<file path="src/rtcc_pkg.sv">
// Shared constants, types and helpers for the calendar control block
package rtcc_pkg;
    // ----------------------------------------------------------------
    // Register map (byte addresses)
    // ----------------------------------------------------------------
    localparam logic [7:0] ADDR_CTRL1 = 8'h00;
    localparam logic [7:0] ADDR_CTRL2 = 8'h04;
    localparam logic [7:0] ADDR_PWT = 8'h08;
    localparam logic [7:0] ADDR_KEY = 8'h0c;
    localparam logic [7:0] ADDR_DATE = 8'h10;
    localparam logic [7:0] ADDR_TSA = 8'h14;
    localparam logic [7:0] ADDR_STAT = 8'h18;

    // ----------------------------------------------------------------
    // Field positions and values
    // ----------------------------------------------------------------
    localparam int CTRL1_CAL_EN = 15;
    localparam int CTRL1_WLOCK = 11;
    localparam int CTRL1_PW_EN = 10;
    localparam int CTRL1_TSA_EN = 0;
    localparam logic [7:0] UNLOCK_KEY_FIRST = 8'h55;
    localparam logic [7:0] UNLOCK_KEY_SECOND = 8'haa;
    localparam logic [1:0] CLK_SEL_CRYSTAL = 2'b00;
    localparam logic [1:0] CLK_SEL_RC = 2'b01;
    localparam logic [1:0] CLK_SEL_LINE = 2'b10;
    localparam logic [1:0] CLK_SEL_SYS = 2'b11;
    localparam logic [7:0] WIN_CNT_ZERO = 8'h00;
    localparam logic [7:0] WIN_CNT_ONE = 8'h01;
    localparam logic [7:0] SAMP_ALWAYS = 8'hff;
    localparam logic [7:0] WIN_CNT_RESET = 8'h00;
    localparam logic [15:0] TSA_RESET = 16'h0000;
    localparam logic [1:0] DAY_TENS_MAX = 2'h3;
    localparam logic [3:0] DAY_UNITS_MAX = 4'h9;
    localparam logic [2:0] WEEKDAY_MAX = 3'h6;

    // ----------------------------------------------------------------
    // Types
    // ----------------------------------------------------------------
    typedef struct packed {
        logic [1:0] day_tens_digit;
        logic [3:0] day_units_digit;
        logic [2:0] weekday_digit;
    } date_t;

    typedef struct packed {
        logic secondary_crystal_osc;
        logic low_power_rc_osc;
        logic powerline;
    } ref_ticks_t;

    typedef enum logic [2:0] {
        KEY_IDLE = 3'b001,
        KEY_ONE = 3'b010,
        KEY_TWO = 3'b100
    } key_state_t;

    typedef enum logic [2:0] {
        PW_IDLE = 3'b001,
        PW_STAB = 3'b010,
        PW_SAMP = 3'b100
    } pw_state_t;

    typedef struct packed {
        logic calendar_enable_bit;
        logic write_lock_bit;
        logic power_window_enable;
        logic timestamp_a_enable;
        logic [1:0] ref_clock_select;
        date_t date;
        key_state_t key;
        logic [31:0] rdata;
        logic slverr;
        logic ref_tick;
    } ctl_state_t;

    typedef struct packed {
        logic [7:0] sample_window_count;
        logic [7:0] stability_window_count;
        logic [15:0] tsa_date;
    } keep_state_t;

    typedef struct packed {
        pw_state_t st;
        logic [7:0] cnt;
    } pw_t;

    // ----------------------------------------------------------------
    // Helpers
    // ----------------------------------------------------------------
    function automatic logic [15:0] pack_date(input date_t d);
        pack_date = {2'b00, d.day_tens_digit, d.day_units_digit, 5'b00000, d.weekday_digit};
    endfunction

    function automatic logic date_legal(input date_t d);
        date_legal = (d.day_tens_digit <= DAY_TENS_MAX) && (d.day_units_digit <= DAY_UNITS_MAX)
            && (d.weekday_digit <= WEEKDAY_MAX);
    endfunction

    function automatic logic sel_tick(input logic [1:0] sel, input ref_ticks_t t);
        unique case (sel)
            CLK_SEL_CRYSTAL: sel_tick = t.secondary_crystal_osc;
            CLK_SEL_RC: sel_tick = t.low_power_rc_osc;
            CLK_SEL_LINE: sel_tick = t.powerline;
            CLK_SEL_SYS: sel_tick = 1'b1;
        endcase
    endfunction
endpackage

</file>
<file path="src/rtcc_ctrl.sv">
// Calendar clock select, write lock, power windows, date and timestamp storage
// Summary of operation
// - Select field 00 picks secondary crystal ticks, 01 the low-power RC.
// - Select field 10 picks powerline ticks, 11 the system clock.
// - Stability window lasts count ticks; zero starts sampling on alarm.
// - Sample window lasts count ticks; all ones always open; zero none.
// - Sample window begins when stability timer expires, unless loaded zero.
// - Weekday digit sits in bits 2:0, limited to 0..6.
// - Timestamp date is free storage while disabled, kept across warm reset.
// - Lock blocks writes to calendar enable, second control and date.
// - Lock sets freely when clear and clears on presetn reset, not on por_n alone.
`timescale 1ns/1ps
module rtcc_ctrl
    import rtcc_pkg::*;
(
    input wire logic pclk,
    input wire logic presetn,
    input wire logic por_n,
    input wire logic psel,
    input wire logic penable,
    input wire logic pwrite,
    input wire logic [7:0] paddr,
    input wire logic [31:0] pwdata,
    output logic [31:0] prdata,
    output logic pready,
    output logic pslverr,
    input wire ref_ticks_t osc_ticks,
    input wire logic alarm_event,
    input wire logic ts_event,
    output logic ref_tick,
    output logic calendar_enable,
    output logic write_lock,
    output date_t date_out,
    output logic stab_window,
    output logic samp_window
);
    ctl_state_t c_r;
    ctl_state_t c_nxt;
    keep_state_t k_r;
    keep_state_t k_nxt;
    logic setup;
    logic wr;
    logic stab_win;
    logic samp_win;
    date_t wdate;

    localparam ctl_state_t CTL_RESET = '{
        calendar_enable_bit: 1'b0,
        write_lock_bit: 1'b0,
        power_window_enable: 1'b0,
        timestamp_a_enable: 1'b0,
        ref_clock_select: CLK_SEL_CRYSTAL,
        date: '0,
        key: KEY_IDLE,
        rdata: 32'h0000_0000,
        slverr: 1'b0,
        ref_tick: 1'b0
    };

    // ----------------------------------------------------------------
    // Bus decode
    // ----------------------------------------------------------------
    assign setup = psel && !penable;
    assign wr = psel && penable && pwrite;
    assign wdate = '{day_tens_digit: pwdata[13:12], day_units_digit: pwdata[11:8],
        weekday_digit: pwdata[2:0]};

    function automatic logic addr_mapped(input logic [7:0] a);
        addr_mapped = (a == ADDR_CTRL1) || (a == ADDR_CTRL2) || (a == ADDR_PWT)
            || (a == ADDR_KEY) || (a == ADDR_DATE) || (a == ADDR_TSA) || (a == ADDR_STAT);
    endfunction

    function automatic logic [31:0] read_mux(input logic [7:0] a, input ctl_state_t c,
        input keep_state_t k, input logic sw, input logic pw);
        logic [15:0] v;
        v = 16'h0000;
        unique case (a)
            ADDR_CTRL1:
            begin
                v[CTRL1_CAL_EN] = c.calendar_enable_bit;
                v[CTRL1_WLOCK] = c.write_lock_bit;
                v[CTRL1_PW_EN] = c.power_window_enable;
                v[CTRL1_TSA_EN] = c.timestamp_a_enable;
            end
            ADDR_CTRL2: v[1:0] = c.ref_clock_select;
            ADDR_PWT: v = {k.sample_window_count, k.stability_window_count};
            ADDR_DATE: v = pack_date(c.date);
            ADDR_TSA: v = k.tsa_date;
            ADDR_STAT: v[1:0] = {pw, sw};
            default: v = 16'h0000;
        endcase
        read_mux = {16'h0000, v};
    endfunction

    // ----------------------------------------------------------------
    // Next state
    // ----------------------------------------------------------------
    always_comb
    begin
        c_nxt = c_r;
        k_nxt = k_r;
        c_nxt.ref_tick = sel_tick(c_r.ref_clock_select, osc_ticks);
        if (setup)
        begin
            c_nxt.rdata = read_mux(paddr, c_r, k_r, stab_win, samp_win);
            c_nxt.slverr = !addr_mapped(paddr);
        end
        if (wr)
        begin
            // Any write other than the expected key step drops the sequence
            c_nxt.key = KEY_IDLE;
            if (paddr == ADDR_KEY && pwdata[7:0] == UNLOCK_KEY_FIRST)
                c_nxt.key = KEY_ONE;
            else if (paddr == ADDR_KEY && c_r.key == KEY_ONE
                && pwdata[7:0] == UNLOCK_KEY_SECOND)
                c_nxt.key = KEY_TWO;
            unique case (paddr)
                ADDR_CTRL1:
                begin
                    c_nxt.power_window_enable = pwdata[CTRL1_PW_EN];
                    c_nxt.timestamp_a_enable = pwdata[CTRL1_TSA_EN];
                    if (!c_r.write_lock_bit)
                    begin
                        c_nxt.calendar_enable_bit = pwdata[CTRL1_CAL_EN];
                        c_nxt.write_lock_bit = pwdata[CTRL1_WLOCK];
                    end
                    else if (c_r.key == KEY_TWO && !pwdata[CTRL1_WLOCK])
                        c_nxt.write_lock_bit = 1'b0;
                end
                ADDR_CTRL2:
                    if (!c_r.write_lock_bit)
                        c_nxt.ref_clock_select = pwdata[1:0];
                ADDR_PWT:
                begin
                    k_nxt.sample_window_count = pwdata[15:8];
                    k_nxt.stability_window_count = pwdata[7:0];
                end
                ADDR_DATE:
                    // Out-of-range digits would corrupt the counting chain
                    if (!c_r.write_lock_bit && date_legal(wdate))
                        c_nxt.date = wdate;
                ADDR_TSA:
                    if (!c_r.timestamp_a_enable)
                        k_nxt.tsa_date = pwdata[15:0];
                default:
                begin
                end
            endcase
        end
        if (c_r.timestamp_a_enable && ts_event)
            k_nxt.tsa_date = pack_date(c_r.date);
    end

    always_ff @(posedge pclk or negedge presetn)
    begin
        if (!presetn)
            c_r <= CTL_RESET;
        else
            c_r <= c_nxt;
    end

    // Survives warm resets; only power-on clears it
    always_ff @(posedge pclk or negedge por_n)
    begin
        if (!por_n)
            k_r <= '{sample_window_count: WIN_CNT_RESET, stability_window_count: WIN_CNT_RESET,
                tsa_date: TSA_RESET};
        else
            k_r <= k_nxt;
    end

    // ----------------------------------------------------------------
    // Window sequencer on pclk, counting selected reference ticks
    // ----------------------------------------------------------------
    pw_window u_pw_window (
        .pclk(pclk),
        .presetn(presetn),
        .tick(c_r.ref_tick),
        .alarm(alarm_event),
        .enable(c_r.power_window_enable),
        .stab_cnt(k_r.stability_window_count),
        .samp_cnt(k_r.sample_window_count),
        .stab_win(stab_win),
        .samp_win(samp_win)
    );

    // ----------------------------------------------------------------
    // Outputs
    // ----------------------------------------------------------------
    assign pready = 1'b1;
    assign prdata = c_r.rdata;
    assign pslverr = psel && penable && c_r.slverr;
    assign ref_tick = c_r.ref_tick;
    assign calendar_enable = c_r.calendar_enable_bit;
    assign write_lock = c_r.write_lock_bit;
    assign date_out = c_r.date;
    assign stab_window = stab_win;
    assign samp_window = samp_win;
endmodule

</file>
<file path="src/pw_window.sv">
// Power-control stability and sample window sequencer
`timescale 1ns/1ps
module pw_window
    import rtcc_pkg::*;
(
    input wire logic pclk,
    input wire logic presetn,
    input wire logic tick,
    input wire logic alarm,
    input wire logic enable,
    input wire logic [7:0] stab_cnt,
    input wire logic [7:0] samp_cnt,
    output logic stab_win,
    output logic samp_win
);
    pw_t s_r;
    pw_t s_nxt;
    logic samp_normal;

    // ----------------------------------------------------------------
    // Sequencer
    // ----------------------------------------------------------------
    // All ones is a level, not a timed window
    assign samp_normal = (samp_cnt != WIN_CNT_ZERO) && (samp_cnt != SAMP_ALWAYS);

    always_comb
    begin
        s_nxt = s_r;
        unique case (s_r.st)
            PW_IDLE:
            begin
                if (enable && alarm)
                begin
                    if (stab_cnt != WIN_CNT_ZERO)
                    begin
                        s_nxt.st = PW_STAB;
                        s_nxt.cnt = stab_cnt;
                    end
                    else if (samp_normal)
                    begin
                        s_nxt.st = PW_SAMP;
                        s_nxt.cnt = samp_cnt;
                    end
                end
            end
            PW_STAB:
            begin
                if (!enable)
                    s_nxt.st = PW_IDLE;
                else if (tick && s_r.cnt == WIN_CNT_ONE)
                begin
                    s_nxt.st = samp_normal ? PW_SAMP : PW_IDLE;
                    s_nxt.cnt = samp_cnt;
                end
                else if (tick)
                    s_nxt.cnt = s_r.cnt - WIN_CNT_ONE;
            end
            PW_SAMP:
            begin
                if (!enable || (tick && s_r.cnt == WIN_CNT_ONE))
                    s_nxt.st = PW_IDLE;
                else if (tick)
                    s_nxt.cnt = s_r.cnt - WIN_CNT_ONE;
            end
        endcase
    end

    always_ff @(posedge pclk or negedge presetn)
    begin
        if (!presetn)
            s_r <= '{st: PW_IDLE, cnt: 8'h00};
        else
            s_r <= s_nxt;
    end

    assign stab_win = (s_r.st == PW_STAB);
    // Always-open works even with power control off
    assign samp_win = (s_r.st == PW_SAMP) || (samp_cnt == SAMP_ALWAYS);
endmodule

</file>
<file path="config.mk">
export PLATFORM = sky130hd
export DESIGN_NAME = rtcc_ctrl
export DESIGN_NICKNAME = d
export VERILOG_FILES = /design/src/rtcc_pkg.sv /design/src/rtcc_ctrl.sv /design/src/pw_window.sv
export SDC_FILE = /design/constraint.sdc
export NUM_CORES = 1
export LEC_CHECK = 0
export ABC_AREA = 1
export BUFFER_PORTS_ARGS = -buffer_cell sky130_fd_sc_hd__buf_2
export CORE_MARGIN = 2
export CORE_UTILIZATION = 50
export DETAILED_ROUTE_END_ITERATION = 8
export HOLD_SLACK_MARGIN = 0.02
export PLACE_DENSITY_LB_ADDON = 0.08
export SYNTH_ARGS = -nofsm -noshare
export SYNTH_HDL_FRONTEND = slang
export SYNTH_SLANG_ARGS = --single-unit
</file>
<file path="constraint.sdc">
create_clock -name pclk -period 2 [get_ports pclk]
set_input_delay 0 -clock pclk [delete_from_list [all_inputs] [get_ports pclk]]
set_output_delay 0 -clock pclk [all_outputs]
set_load 0.03 [all_outputs]
</file>
==> impl_results.md <==
- Synth Area in Compound Gates: approximately a tenth
- Inst Count DP: roughly 760
- Max Slew Vio Count: 0
- Crit-path leading delay family: simple AND/OR/NAND/NOR gates
- Post-Synth Simple-Gate Area: between 30% and 40%
- Vias: approximately 4k
- Total grt overflow: 0
- Leakage: between 2 and 3 nW
- Cell Pwr Density: ~690 nW/um2
- Commonest non-fill, non-tap cell in the layout: nand2_1
- DRT Wirelength: roughly 12000 um
- Die Wd: 99.80 um
- Final setup TNS: 0 ns
- Initial Util: between 50% and 60%
- Worst R2R Path Depth: 8
- Syn. warnings: 0
- Yosys cell types: 39
- Resize count post-CTS: 0
- Layout area overhead: 13.39%
- Cell Chain, Critical Path: o21ai_0, nand2_1, nand2_1, nand2_2, nand2_1, nand3_1, nand2_1, nand2_1
- Num CTS Buffers: 9
- Port Buffers: 65
- Mapped Cells: 616
- Diodes inserted: 0
- Fraction of layout cells with a size suffix above 1: between 15 and 20%
- Final Hold Fails: 0
- Final Cycle Share: 82.29%
- HP Class: in -> reg
- Core Area: about 8800 um2
- Nets: about 730
- Final non-filler cell total: just under 800
- Min-Delay Path Depth: 5
- Reg2Reg Setup Slack: ~0.35 ns
- XOR/XNOR Fraction of Synth Area: 0.3818%
- Number of max-cap violations: 0
- CP Data Arrival Time: between 1.5 and 2 ns
- Die area: about 10000 um2
- Sequential area share after synthesis: 43.14%
- Reg2reg end: u_pw_window.s_r[1]
- RR Startpoint: u_pw_window.s_r[8]
- Wire per inst: about 15 um
- Min Tclk post-route: 1.646 ns
- Clk buf depth: 2
- Syn avg cell area: 7.448 um2
- Clk sinks: around 80
- Max stage delay cell, worst path: dfstp_2
- Most frequent cells in the layout: nand2_1 (224), dfrtp_1 (77), buf_2 (65)
- Max incr delay on CP: approximately 0.57 ns
- Std cell rows: 34
- CP startpoint kind: flip-flop
- Most used cell, CP: nand2_1
- Root buf cell: clkbuf_8
- Bufs and invs on worst path: 0
- Worst Hold Launch: paddr[0]
- Antenna violation net count after detailed routing: 0
- Level count of the clock H-tree: 3
- Clk pin slew, worst setup/hold paths: 0.08 ns
- GRT Total Usage: 24.63%
- Cell Area, Synth: ~4600 um2
- Fmax: roughly 0.61 GHz
- Number of setup buffers added after CTS: 0
- Worst Hold End: c_r[1]
- Final setup viols: 0
- Die Span Y: between 90 and 100 um
- DRT iter0 DRCs: roughly 200
- # IOs: 99
- Largest net degree at the start of global routing: 33
- Dpl cell area: between 4000 and 5000 um2
- Remaining DRCs: 0
- Setup Skew: ~0.0086 ns
- CTS tree: built
- VDD IR max: 0.4172 mV
- Synth Area in Adders: less than 1%
- Initial antenna violation count: 0
- Vias in the first global route: about 3.9k
- Yosys reg bits: 79
- Largest family of logic cells by synthesized area: simple AND/OR/NAND/NOR gates
- Clk_lat worst skew: between 0.3 and 0.4 ns
- Status: finished, final reports clean
- Tightest Pin Transition: just over 0.7 ns
- Crit end category: flip-flop
- First-pass GRT wire length: between 15000 and 20000 um
- Fin area: around 5200 um2
- Mux share of post-synthesis cell area: 0%
- Detailed-router iteration count before antenna repair: 4
- RSZ-0062 raised after global routing: false
- Setup Crit Path Kind: reg -> reg
- Worst Path Max Fanout: 12
- Relative slew slack: 51.86%
- RePlAce Congestion: 0.8490
- CP required: 2.30 ns
- Vias/cell: a little over 5
- DP HPWL: 8672 um
## sequential cells by signal, summed over array words and instances, names as in the netlist
| signal | count |
|---|---|
| k_r | 32 |
| prdata | 16 |
| u_pw_window.s_r | 11 |
| date_out | 9 |
| c_r | 8 |
| calendar_enable | 1 |
| ref_tick | 1 |
| write_lock | 1 |
## worst max-delay path by stage
stage / from / to / slack (ns) / cells after the start
floorplan: ref_tick / u_pw_window.s_r[0] / 0.51 / 10
global placement: u_pw_window.s_r[8] / u_pw_window.s_r[0] / 0.41 / 8
detailed placement: u_pw_window.s_r[8] / u_pw_window.s_r[0] / 0.36 / 8
CTS: u_pw_window.s_r[8] / u_pw_window.s_r[0] / 0.34 / 8
global route: u_pw_window.s_r[9] / u_pw_window.s_r[5] / 0.13 / 9
finish: u_pw_window.s_r[8] / u_pw_window.s_r[1] / 0.35 / 8
## worst reg2reg max path, cell delays in order (launching register included)
cell and delay [ns]:
dfstp_2 0.57, o21ai_0 0.09, nand2_1 0.32, nand2_1 0.18, nand2_2 0.15, nand2_1 0.07
nand3_1 0.09, nand2_1 0.06, nand2_1 0.06
## cell type report
class / count / area [um2]
clock buffers: 10 / 137.6
fillers: 841 / 3603
multi-input cells: 439 / 2037
repair buffers: 93 / 585.6
inverters: 56 / 212.7
clock inverters: 6 / 115.1
flip-flops and latches: 79 / 1979
well taps: 108 / 135.1
## routing by layer
metal	vias to the layer above	wire [um]	GRT usage, %
li1	2023	-	-
met1	1887	5229	33.08
met2	105	5653	41.11
met3	14	586	4.735
met4	0	134	6.849
met5	-	0	0
## Yosys cell counts
master	number	share of area, %
a21oi_1	5	0.55
buf_4	46	7.5
buf_2	5	0.55
dfstp_2	2	1.1
inv_2	1	0.082
nand2_4	1	0.25
nor2_4	4	0.98
nand2_1	224	18
o2111ai_4	1	0.57
buf_1	1	0.082
or2_2	1	0.14
nor3_1	3	0.33
inv_1	54	4.4
nor2_2	6	0.82
a31oi_1	6	0.82
nand2_2	6	0.82
o22ai_1	2	0.27
ha_1	2	0.55
o21ai_2	1	0.19
and3_1	1	0.14
nand3_1	34	3.7
nor2_1	43	3.5
a21o_1	1	0.16
nor3_4	1	0.35
o31ai_1	1	0.16
clkbuf_1	2	0.16
nor3_2	1	0.22
nand2_8	1	0.44
o211ai_1	6	0.98
buf_6	3	0.74
dfrtp_1	77	42
o21ai_1	15	1.6
o21a_1	1	0.16
inv_4	1	0.14
conb_1	2	0.16
o21ai_0	40	4.4
nand3_2	5	1.1
nand4_1	8	1.1
xor2_1	2	0.38
## what timing repair did
action / in CTS / in global routing
endpoints found under the setup margin: 0 / 0
hold endpoints to repair: 118 / 0
hold buffers: 20 / 0
## per-stage QoR
step / utilization (%) / hold WS (ns) / setup WS (ns) / power (mW)
after detailed placement: 53.94 / 0.002327 / 0.3633 / 2.118
after CTS: 59.08 / 0.04814 / 0.3428 / 3.630
after global placement: 53.94 / -0.001564 / 0.4109 / 2.104
after global routing: 59.08 / 0.1075 / 0.1333 / 3.772
after floorplan: - / -0.2956 / 0.5061 / 2.009
final: 59.08 / 0.05360 / 0.3541 / 3.615
## power by group
group	switching, mW	internal, mW	total, mW
combinational	0.265	0.134	0.398
clock	0.629	0.870	1.50
sequential	0.0421	1.68	1.72
## cell families (layout without fill, tap and decap cells)
group | after synthesis | after routing
AOI/OAI and AO/OA | 79 | 79
DFF | 79 | 79
xor gates and xnor gates | 2 | 2
buffers and inverters | 113 | 165
and+or+nand+nor | 339 | 339
adders and majority gates | 2 | 2
other | 2 | 17
Note: power is estimated with default switching activity, not from simulation.
